`src/include/nco_pkg.sv`:
```
// Shared constants and carrier types of the oscillator control block.
// Assumes one clock domain and the byte-wide register port of nco_ctrl.

package nco_pkg;

	// ======================================================================
	// Widths
	localparam int FREQ_W = 48;
	localparam int SER_W = 40;
	localparam int REG_AW = 4;
	localparam int REG_DW = 8;
	localparam int PHASE_W = 16;
	localparam int SINE_W = 16;
	localparam int DAC_W = 14;

	// ======================================================================
	// Register offsets
	localparam logic [3:0] ADDR_CF0 = 4'h0;
	localparam logic [3:0] ADDR_OF0 = 4'h6;
	localparam logic [3:0] ADDR_SER_CFG = 4'hC;
	localparam logic [3:0] ADDR_CTRL = 4'hD;
	localparam logic [3:0] ADDR_MODE = 4'hE;
	localparam logic [3:0] ADDR_UPDATE = 4'hF;
	localparam int NUM_MASTER = 15;
	localparam int FREQ_BYTES = 6;

	// ======================================================================
	// Field positions
	localparam int CTRL_CF_EN_BIT = 7;
	localparam int CTRL_SF_EN_BIT = 6;
	localparam int CTRL_ACC_EN_BIT = 5;
	localparam int STAT_PH_LO_BIT = 0;
	localparam int STAT_PH_HI_BIT = 1;
	localparam int STAT_OFR_BIT = 2;
	localparam int STAT_MODE_OK_BIT = 3;
	localparam int STAT_SETTLED_BIT = 4;
	localparam int SER_SHIFT = FREQ_W - SER_W;

	// ======================================================================
	// Reset values
	localparam logic [47:0] CF_RST = 48'h4000_0000_0000;
	localparam logic [7:0] CTRL_RST = 8'hE0;
	localparam logic [7:0] SER_CFG_RST = 8'h00;
	localparam logic [7:0] MODE_RST = 8'h00;
	localparam logic [7:0] MODE_OK_A = 8'h00;
	localparam logic [7:0] MODE_OK_B = 8'h30;
	localparam logic [13:0] DAC_MID = 14'h2000;

	// ======================================================================
	// Timing counts in clock cycles at 20 MHz
	localparam int CLK_PERIOD_NS = 50;
	localparam int LAT_OFR_CYC = 14;
	localparam int LAT_RST_CYC = 11;
	localparam int SYNC_STAGES = 2;
	localparam int PIPE_AFTER_DLY = 5;
	localparam int OFR_DLY = LAT_OFR_CYC - SYNC_STAGES - PIPE_AFTER_DLY;

	// ======================================================================
	// Carrier types
	typedef struct packed {
		logic phase_sel_hi;
		logic phase_sel_lo;
		logic offset_freq_enable_pin;
		logic update_n;
	} nco_pins_t;

	typedef struct packed {
		logic [47:0] center_freq_word;
		logic [47:0] offset_freq_word;
		logic [7:0] ctrl;
	} nco_slave_t;

	// Reset value of one master byte.
	function automatic logic [7:0] nco_master_rst(input int idx);
		logic [7:0] v;
		v = 8'h00;
		if (idx < FREQ_BYTES) begin
			v = CF_RST[idx*8 +: 8];
		end else if (idx == int'(ADDR_SER_CFG)) begin
			v = SER_CFG_RST;
		end else if (idx == int'(ADDR_CTRL)) begin
			v = CTRL_RST;
		end else if (idx == int'(ADDR_MODE)) begin
			v = MODE_RST;
		end
		return v;
	endfunction

endpackage

```
`src/core/nco_sine_map.sv`:
```
// Phase to amplitude map with a registered output.
// Assumes an unsigned phase where the top bit weighs half a cycle.

module nco_sine_map #(
	parameter int PW = 16,
	parameter int SW = 16
) (
	// Clock and reset
	input wire logic i_clk,
	input wire logic i_rst,
	// Phase in, amplitude out
	input wire logic [PW-1:0] i_phase,
	output logic [SW-1:0] o_amp
);

	// ======================================================================
	// Parabolic half-wave shape, offset binary output.
	logic [PW-2:0] x;
	logic [PW-1:0] x_rest;
	logic [2*PW-2:0] prod;
	logic [PW-1:0] y_raw;
	logic [SW-2:0] y;
	logic [SW-1:0] amp_d;

	assign x = i_phase[PW-2:0];
	assign x_rest = {1'b1, {(PW-1){1'b0}}} - {1'b0, x};
	assign prod = {{PW{1'b0}}, x} * {{(PW-1){1'b0}}, x_rest};
	assign y_raw = prod[2*PW-4 -: PW];
	assign y = y_raw[PW-1] ? {(SW-1){1'b1}} : y_raw[SW-2:0];
	assign amp_d = i_phase[PW-1] ? ({1'b1, {(SW-1){1'b0}}} - {1'b0, y})
		: ({1'b1, {(SW-1){1'b0}}} + {1'b0, y});

	always_ff @(posedge i_clk) begin
		if (i_rst) begin
			o_amp <= {1'b1, {(SW-1){1'b0}}};
		end else begin
			o_amp <= amp_d;
		end
	end

endmodule

```
`src/core/nco_ctrl.sv`:
```
// Oscillator control: master and working registers, modulation pins, phase path.
// Assumes pins and register port are synchronous to I_CLK; the serial tuning
// word arrives already assembled with a one-cycle load strobe.
//
// Added by the designer: the placing of the registers and strobed register access.

module nco_ctrl (
	// Clock and reset
	input wire logic I_CLK,
	input wire logic I_RST,
	// Register port
	input wire logic [nco_pkg::REG_AW-1:0] I_ADDR,
	input wire logic [nco_pkg::REG_DW-1:0] I_WDATA,
	input wire logic I_WR,
	input wire logic I_RD,
	output logic [nco_pkg::REG_DW-1:0] O_RDATA,
	// Modulation and update pins
	input wire nco_pkg::nco_pins_t I_MOD_PINS,
	// Serial tuning word
	input wire logic [nco_pkg::SER_W-1:0] I_SER_WORD,
	input wire logic I_SER_LOAD,
	// Outputs
	output logic [nco_pkg::DAC_W-1:0] O_DAC_CODE,
	output logic [nco_pkg::FREQ_W-1:0] O_FREQ_INC,
	output logic O_SETTLED
);
	import nco_pkg::*;

	// ======================================================================
	// Pin synchronisers.
	nco_pins_t pins_meta_q;
	nco_pins_t pins_q;

	always_ff @(posedge I_CLK) begin
		if (I_RST) begin
			pins_meta_q <= '{phase_sel_hi: 1'b0, phase_sel_lo: 1'b0,
				offset_freq_enable_pin: 1'b0, update_n: 1'b1};
			pins_q <= '{phase_sel_hi: 1'b0, phase_sel_lo: 1'b0,
				offset_freq_enable_pin: 1'b0, update_n: 1'b1};
		end else begin
			pins_meta_q <= I_MOD_PINS;
			pins_q <= pins_meta_q;
		end
	end

	// ======================================================================
	// Master registers.
	logic [7:0] master_q [NUM_MASTER];
	wire wr_master = I_WR && (I_ADDR != ADDR_UPDATE);
	wire wr_update = I_WR && (I_ADDR == ADDR_UPDATE);

	genvar g;
	generate
		for (g = 0; g < NUM_MASTER; g++) begin : gen_master
			localparam logic [7:0] RST_V = nco_master_rst(g);
			always_ff @(posedge I_CLK) begin
				if (I_RST) begin
					master_q[g] <= RST_V;
				end else if (wr_master && (I_ADDR == 4'(g))) begin
					master_q[g] <= I_WDATA;
				end
			end
		end
	endgenerate

	logic [FREQ_W-1:0] master_cf;
	logic [FREQ_W-1:0] master_of;

	generate
		for (g = 0; g < FREQ_BYTES; g++) begin : gen_assemble
			assign master_cf[g*8 +: 8] = master_q[int'(ADDR_CF0) + g];
			assign master_of[g*8 +: 8] = master_q[int'(ADDR_OF0) + g];
		end
	endgenerate

	// ======================================================================
	// Working registers and update.
	nco_slave_t slave_q;
	wire update_pin = !pins_q.update_n;
	wire do_update = update_pin || wr_update;

	always_ff @(posedge I_CLK) begin
		if (I_RST) begin
			slave_q.center_freq_word <= CF_RST;
			slave_q.offset_freq_word <= '0;
			slave_q.ctrl <= CTRL_RST;
		end else if (do_update) begin
			slave_q.center_freq_word <= master_cf;
			slave_q.offset_freq_word <= master_of;
			slave_q.ctrl <= master_q[ADDR_CTRL];
		end
	end

	// Serial tuning word lands straight in its working register.
	logic [SER_W-1:0] ser_q;

	always_ff @(posedge I_CLK) begin
		if (I_RST) begin
			ser_q <= '0;
		end else if (I_SER_LOAD) begin
			ser_q <= I_SER_WORD;
		end
	end

	// ======================================================================
	// Offset enable pipeline.
	logic [OFR_DLY-1:0] ofr_dly_q;

	always_ff @(posedge I_CLK) begin
		if (I_RST) begin
			ofr_dly_q <= '0;
		end else begin
			ofr_dly_q <= {ofr_dly_q[OFR_DLY-2:0], pins_q.offset_freq_enable_pin};
		end
	end

	wire ofr_en = ofr_dly_q[OFR_DLY-1];

	// ======================================================================
	// Frequency sum.
	logic [FREQ_W-1:0] cf_term;
	logic [FREQ_W-1:0] of_term;
	logic [FREQ_W-1:0] sf_term;
	logic [FREQ_W-1:0] inc_d;

	assign cf_term = slave_q.ctrl[CTRL_CF_EN_BIT] ? slave_q.center_freq_word : '0;
	assign of_term = ofr_en ? slave_q.offset_freq_word : '0;
	assign sf_term = slave_q.ctrl[CTRL_SF_EN_BIT] ? {ser_q, {SER_SHIFT{1'b0}}} : '0;
	assign inc_d = cf_term + of_term + sf_term;

	always_ff @(posedge I_CLK) begin
		if (I_RST) begin
			O_FREQ_INC <= '0;
		end else begin
			O_FREQ_INC <= inc_d;
		end
	end

	// ======================================================================
	// Phase accumulator and phase offset.
	logic [FREQ_W-1:0] acc_q;
	logic [PHASE_W-1:0] phase_q;
	logic [1:0] phase_sel;
	logic [PHASE_W-1:0] phase_ofs;

	always_ff @(posedge I_CLK) begin
		if (I_RST) begin
			acc_q <= '0;
		end else if (!slave_q.ctrl[CTRL_ACC_EN_BIT]) begin
			acc_q <= '0;
		end else begin
			acc_q <= acc_q + O_FREQ_INC;
		end
	end

	assign phase_sel = {pins_q.phase_sel_hi, pins_q.phase_sel_lo};
	assign phase_ofs = {phase_sel, {(PHASE_W-2){1'b0}}};

	always_ff @(posedge I_CLK) begin
		if (I_RST) begin
			phase_q <= '0;
		end else begin
			phase_q <= acc_q[FREQ_W-1 -: PHASE_W] + phase_ofs;
		end
	end

	// ======================================================================
	// Amplitude map.
	logic [SINE_W-1:0] amp;

	nco_sine_map #(
		.PW(PHASE_W),
		.SW(SINE_W)
	) u_map (
		.i_clk(I_CLK),
		.i_rst(I_RST),
		.i_phase(phase_q),
		.o_amp(amp)
	);

	// ======================================================================
	// Output stage and settle counter after reset.
	logic [3:0] settle_q;
	wire settled_d = (settle_q >= 4'(LAT_RST_CYC - 1));

	always_ff @(posedge I_CLK) begin
		if (I_RST) begin
			settle_q <= '0;
		end else if (!settled_d) begin
			settle_q <= settle_q + 4'h1;
		end
	end

	always_ff @(posedge I_CLK) begin
		if (I_RST) begin
			O_DAC_CODE <= DAC_MID;
			O_SETTLED <= 1'b0;
		end else if (settled_d) begin
			O_DAC_CODE <= amp[SINE_W-1 -: DAC_W];
			O_SETTLED <= 1'b1;
		end
	end

	// ======================================================================
	// Read port.
	logic [7:0] status;
	logic [7:0] rd_data;
	wire mode_ok = (master_q[ADDR_MODE] == MODE_OK_A) || (master_q[ADDR_MODE] == MODE_OK_B);

	always_comb begin
		status = 8'h00;
		status[STAT_PH_LO_BIT] = pins_q.phase_sel_lo;
		status[STAT_PH_HI_BIT] = pins_q.phase_sel_hi;
		status[STAT_OFR_BIT] = ofr_en;
		status[STAT_MODE_OK_BIT] = mode_ok;
		status[STAT_SETTLED_BIT] = O_SETTLED;
	end

	assign rd_data = (I_ADDR == ADDR_UPDATE) ? status : master_q[I_ADDR];

	always_ff @(posedge I_CLK) begin
		if (I_RST) begin
			O_RDATA <= 8'h00;
		end else if (I_RD) begin
			O_RDATA <= rd_data;
		end else begin
			O_RDATA <= 8'h00;
		end
	end

endmodule

```
`config.mk`:
```
export PLATFORM = sky130hd
export DESIGN_NAME = nco_ctrl
export DESIGN_NICKNAME = d
export VERILOG_FILES = /design/src/include/nco_pkg.sv /design/src/core/nco_sine_map.sv /design/src/core/nco_ctrl.sv
export SDC_FILE = /design/constraint.sdc
export NUM_CORES = 2
export LEC_CHECK = 0
export BUFFER_PORTS_ARGS = -buffer_cell sky130_fd_sc_hd__buf_2
export CAP_MARGIN = 40
export CORE_AREA = 2 2 255 194
export DETAILED_ROUTE_END_ITERATION = 10
export DIE_AREA = 0 0 257 196
export PLACE_DENSITY = 0.8
export SYNTH_ARGS = -nofsm -noshare
export SYNTH_HDL_FRONTEND = slang
export SYNTH_SLANG_ARGS = --single-unit
```
`constraint.sdc`:
```
create_clock -name I_CLK -period 9 [get_ports I_CLK]
set_input_delay 0 -clock I_CLK [delete_from_list [all_inputs] [get_ports I_CLK]]
set_output_delay 0 -clock I_CLK [all_outputs]
set_load 0.02 [all_outputs]
```
==> impl_metrics.toml <==
[outcome]
outcome = "completed"

[clock_tree]
clockBufferDepth = 3
cts_root_buffer = "clkbuf_16"
cts_sinks = 427
cts_setup_buffers = 0
cts_tree = "built"
h-tree-depth = 2
clk_pin_slew_ps = 70
clock_latency_ps = 560
numCtsBuffers = 42

[global_routing]
grt_start_max_net_pins = 110
track_usage_pct = 32.4
grt_first_pass_wirelength_um = 128000
gr-total-overflow = 0
grt_pass1_vias = 23300
antenna_found_initial = 0

[cells_and_area]
area_delta_synth_final_pct = 10.9
drive_above_1_share_pct = 9.10
final_cells = 4075
nNetsFinal = 3876
n_antenna_cell = 0

[power]
leakage_nw = 15.3
finalPower_mw = 5.50
max-vdd-ir-drop_mv = 0.150
power_density_mw_per_mm2 = 166

[sta]
setup_viol = 0
fmax_mhz = 116
hold_viol = 0
worstMarginPinSlew_ps = 984
post-route-min-period_ps = 8640
rsz0062_at_grt = "no"
max_slew_margin_pct = 34.4
finalWorstSetupSlack_ps = 355
fin_skew_ps = 19.9
fin_crit_sh_pct = 96.1
tns_ps = 0
finalMaxSlewViolations = 0

[placement]
dp_hpwl_um = 62400
placed_cells = 3949
numPortBuffers = 131
place_ws_ps = 325
gp_congestion = 0.979

[logic_synthesis]
syn-mean-instance-area_um2 = 9.17
yosys.area.top_type = "dfxtp_1"
netlist_instances = 3262
syn_area_mm2 = 0.0299
synth_edf_count = 120
ys.flop_type = "dfxtp_1"
ys_types = 82
synthTopCellsByArea = "dfxtp_1, fa_1, edfxtp_1"
synth.most_common_cell = "nand2_1"
synth-async-reset-ratio_pct = 0
synth_top_cell_area_share_pct = 20.6
yosysSeqAreaShare_pct = 32.6
synth_common_cells = "nand2_1, inv_1, dfxtp_1"
ys_ff_latch = 427
yosys_warnings = 0

[drt]
drt_pre_antenna_iters = 6
antenna_left = 0
vias_per_cell = 5.85
routedWlPerCell_um = 20.0
wl_um = 81700
route.vias.total = 23900
drt_iter0_markers = 2821
drc = 0

[floorplanning]
dieWidth_um = 257
coreArea_mm2 = 0.0481
fp-row-count = 70
initial_core_util_pct = 62.2
die-area_mm2 = 0.0504
fp.dieH_um = 196
io_pins = 132

[worst_setup_path]
worstReg2RegStart = "phase_q[1]$_SDFF_PP0_"
arrival_ps = 9120
crit_type = "reg2reg"
r2r_cells = 30
critPathCaptureType = "flip-flop"
crit_fanout = 13
crit_slowest_cell = "fa_1"
path_common_cell = "fa_1"
r2r_end = "u_map.o_amp[11]$_SDFF_PP0_"
reg2reg_setup_slack_ps = 360
required_ps = 9470
max_stage_delay_ps = 570
cp-start-kind = "flip-flop"

[hold_path]
whs_path_depth = 2
hp-class = "in2reg"
hold-path-endpoint = "O_SETTLED$_SDFFE_PP0P_"
worstHoldStart = "I_RST"

[flow_run]
drv_cap = 0
sequential cells by signal (all words and copies together) (netlist names), 4 cells and up:
| signal | count |
|---|---|
| slave_q | 99 |
| acc_q | 48 |
| settle_q | 4 |
| ofr_dly_q | 7 |
| master_q | 120 |
| ser_q | 40 |
| phase_q | 16 |
| O_DAC_CODE | 14 |
| O_RDATA | 8 |
| O_FREQ_INC | 48 |
| u_map.o_amp | 14 |
| pins_meta_q | 4 |
cell usage in the layout, fill, tap and decap left out, drive strengths merged, types with 19 or more instances in the layout:
cell type / n
nand2: 450
inv: 322
dfxtp: 307
a21oi: 220
fa: 218
nor2: 215
ha: 203
buf: 182
and2: 164
nor2b: 131
edfxtp: 120
nand2b: 109
o21ai: 82
a21o: 67
mux2i: 59
xnor2: 53
clkbuf: 51
dlygate4sd3: 49
xor2: 43
nor3: 35
nand3: 32
mux4: 32
o21a: 32
and3: 21
nand4: 19
where the power goes:
part | internal, mW | switching (mW) | total, mW
Combinational | 0.594 | 0.885 | 1.48
Sequential | 2.11 | 0.112 | 2.22
Clock | 1.01 | 0.786 | 1.80
Total | 3.71 | 1.78 | 5.50
routing by layer:
| layer | vias to the layer above | share of wire, % | track usage (%) |
|---|---|---|---|
| met5 | - | 0 | 0 |
| met4 | 0 | 2.0 | 6.24 |
| met3 | 141 | 13 | 10.2 |
| met2 | 1232 | 41 | 46.1 |
| met1 | 11500 | 44 | 48.8 |
| li1 | 11000 | - | - |
how the worst max path moves through the flow:
stage / end / slack, ps / depth (start not counted) / start
after detailed placement: u_map.o_amp[14]$_SDFF_PP0_ / 320 / 30 / phase_q[1]$_SDFF_PP0_
final: u_map.o_amp[11]$_SDFF_PP0_ / 360 / 30 / phase_q[1]$_SDFF_PP0_
after global placement: u_map.o_amp[14]$_SDFF_PP0_ / 670 / 30 / phase_q[1]$_SDFF_PP0_
after floorplan: u_map.o_amp[14]$_SDFF_PP0_ / 770 / 34 / phase_q[0]$_SDFF_PP0_
after CTS: u_map.o_amp[11]$_SDFF_PP0_ / 260 / 30 / phase_q[1]$_SDFF_PP0_
after global routing: u_map.o_amp[11]$_SDFF_PP0_ / 4 / 30 / phase_q[1]$_SDFF_PP0_
logic make-up (layout without fill, tap and decap cells):
kind of cell | after synthesis | in the layout | synth area share [%]
XOR/XNOR | 96 | 96 | 2.84
flip-flops | 427 | 427 | 32.6
AO/OA/AOI/OAI | 518 | 518 | 10.8
multiplexers | 94 | 94 | 4.50
AND/OR/NAND/NOR | 1230 | 1230 | 20.2
buffers and inverters | 474 | 628 | 5.95
other | 2 | 13 | 0.0251
adder cells (fa/ha/maj) | 421 | 421 | 23.1
metrics by stage:
stage               utilization (%)  hold slack (ps)  cell area (um2)
floorplan                         -              104            29900
global placement               64.7              208            31100
detailed placement             65.0              208            31200
CTS                            68.9             4.73            33100
global route                   68.9             21.6            33100
finish                         68.9             12.7            33100
critical path: cells and delay by family, from the launching register on:
kind	cells	cell delay, ps
and+or+nand+nor	11	3050
adders and majority gates	9	3690
DFF	1	440
buffers and inverters	7	660
AOI/OAI and AO/OA	3	730
repair_timing:
| item | CTS | global route |
|---|---|---|
| hold buffers | 49 | 0 |
| endpoints found under the hold margin | 65 | 0 |
| setup endpoints to repair | 0 | 14 |
| gates resized for setup | 0 | 4 |
area by class of cell:
cell class	count	area (um2)
clock buffers	50	1150
inverters	319	1200
well taps	648	811
clock inverters	27	240
flip-flops and latches	427	9750
fillers	3667	14900
multi-input cells	2372	18400
repair buffers	232	1550
Power figures use the tool's default switching activity.
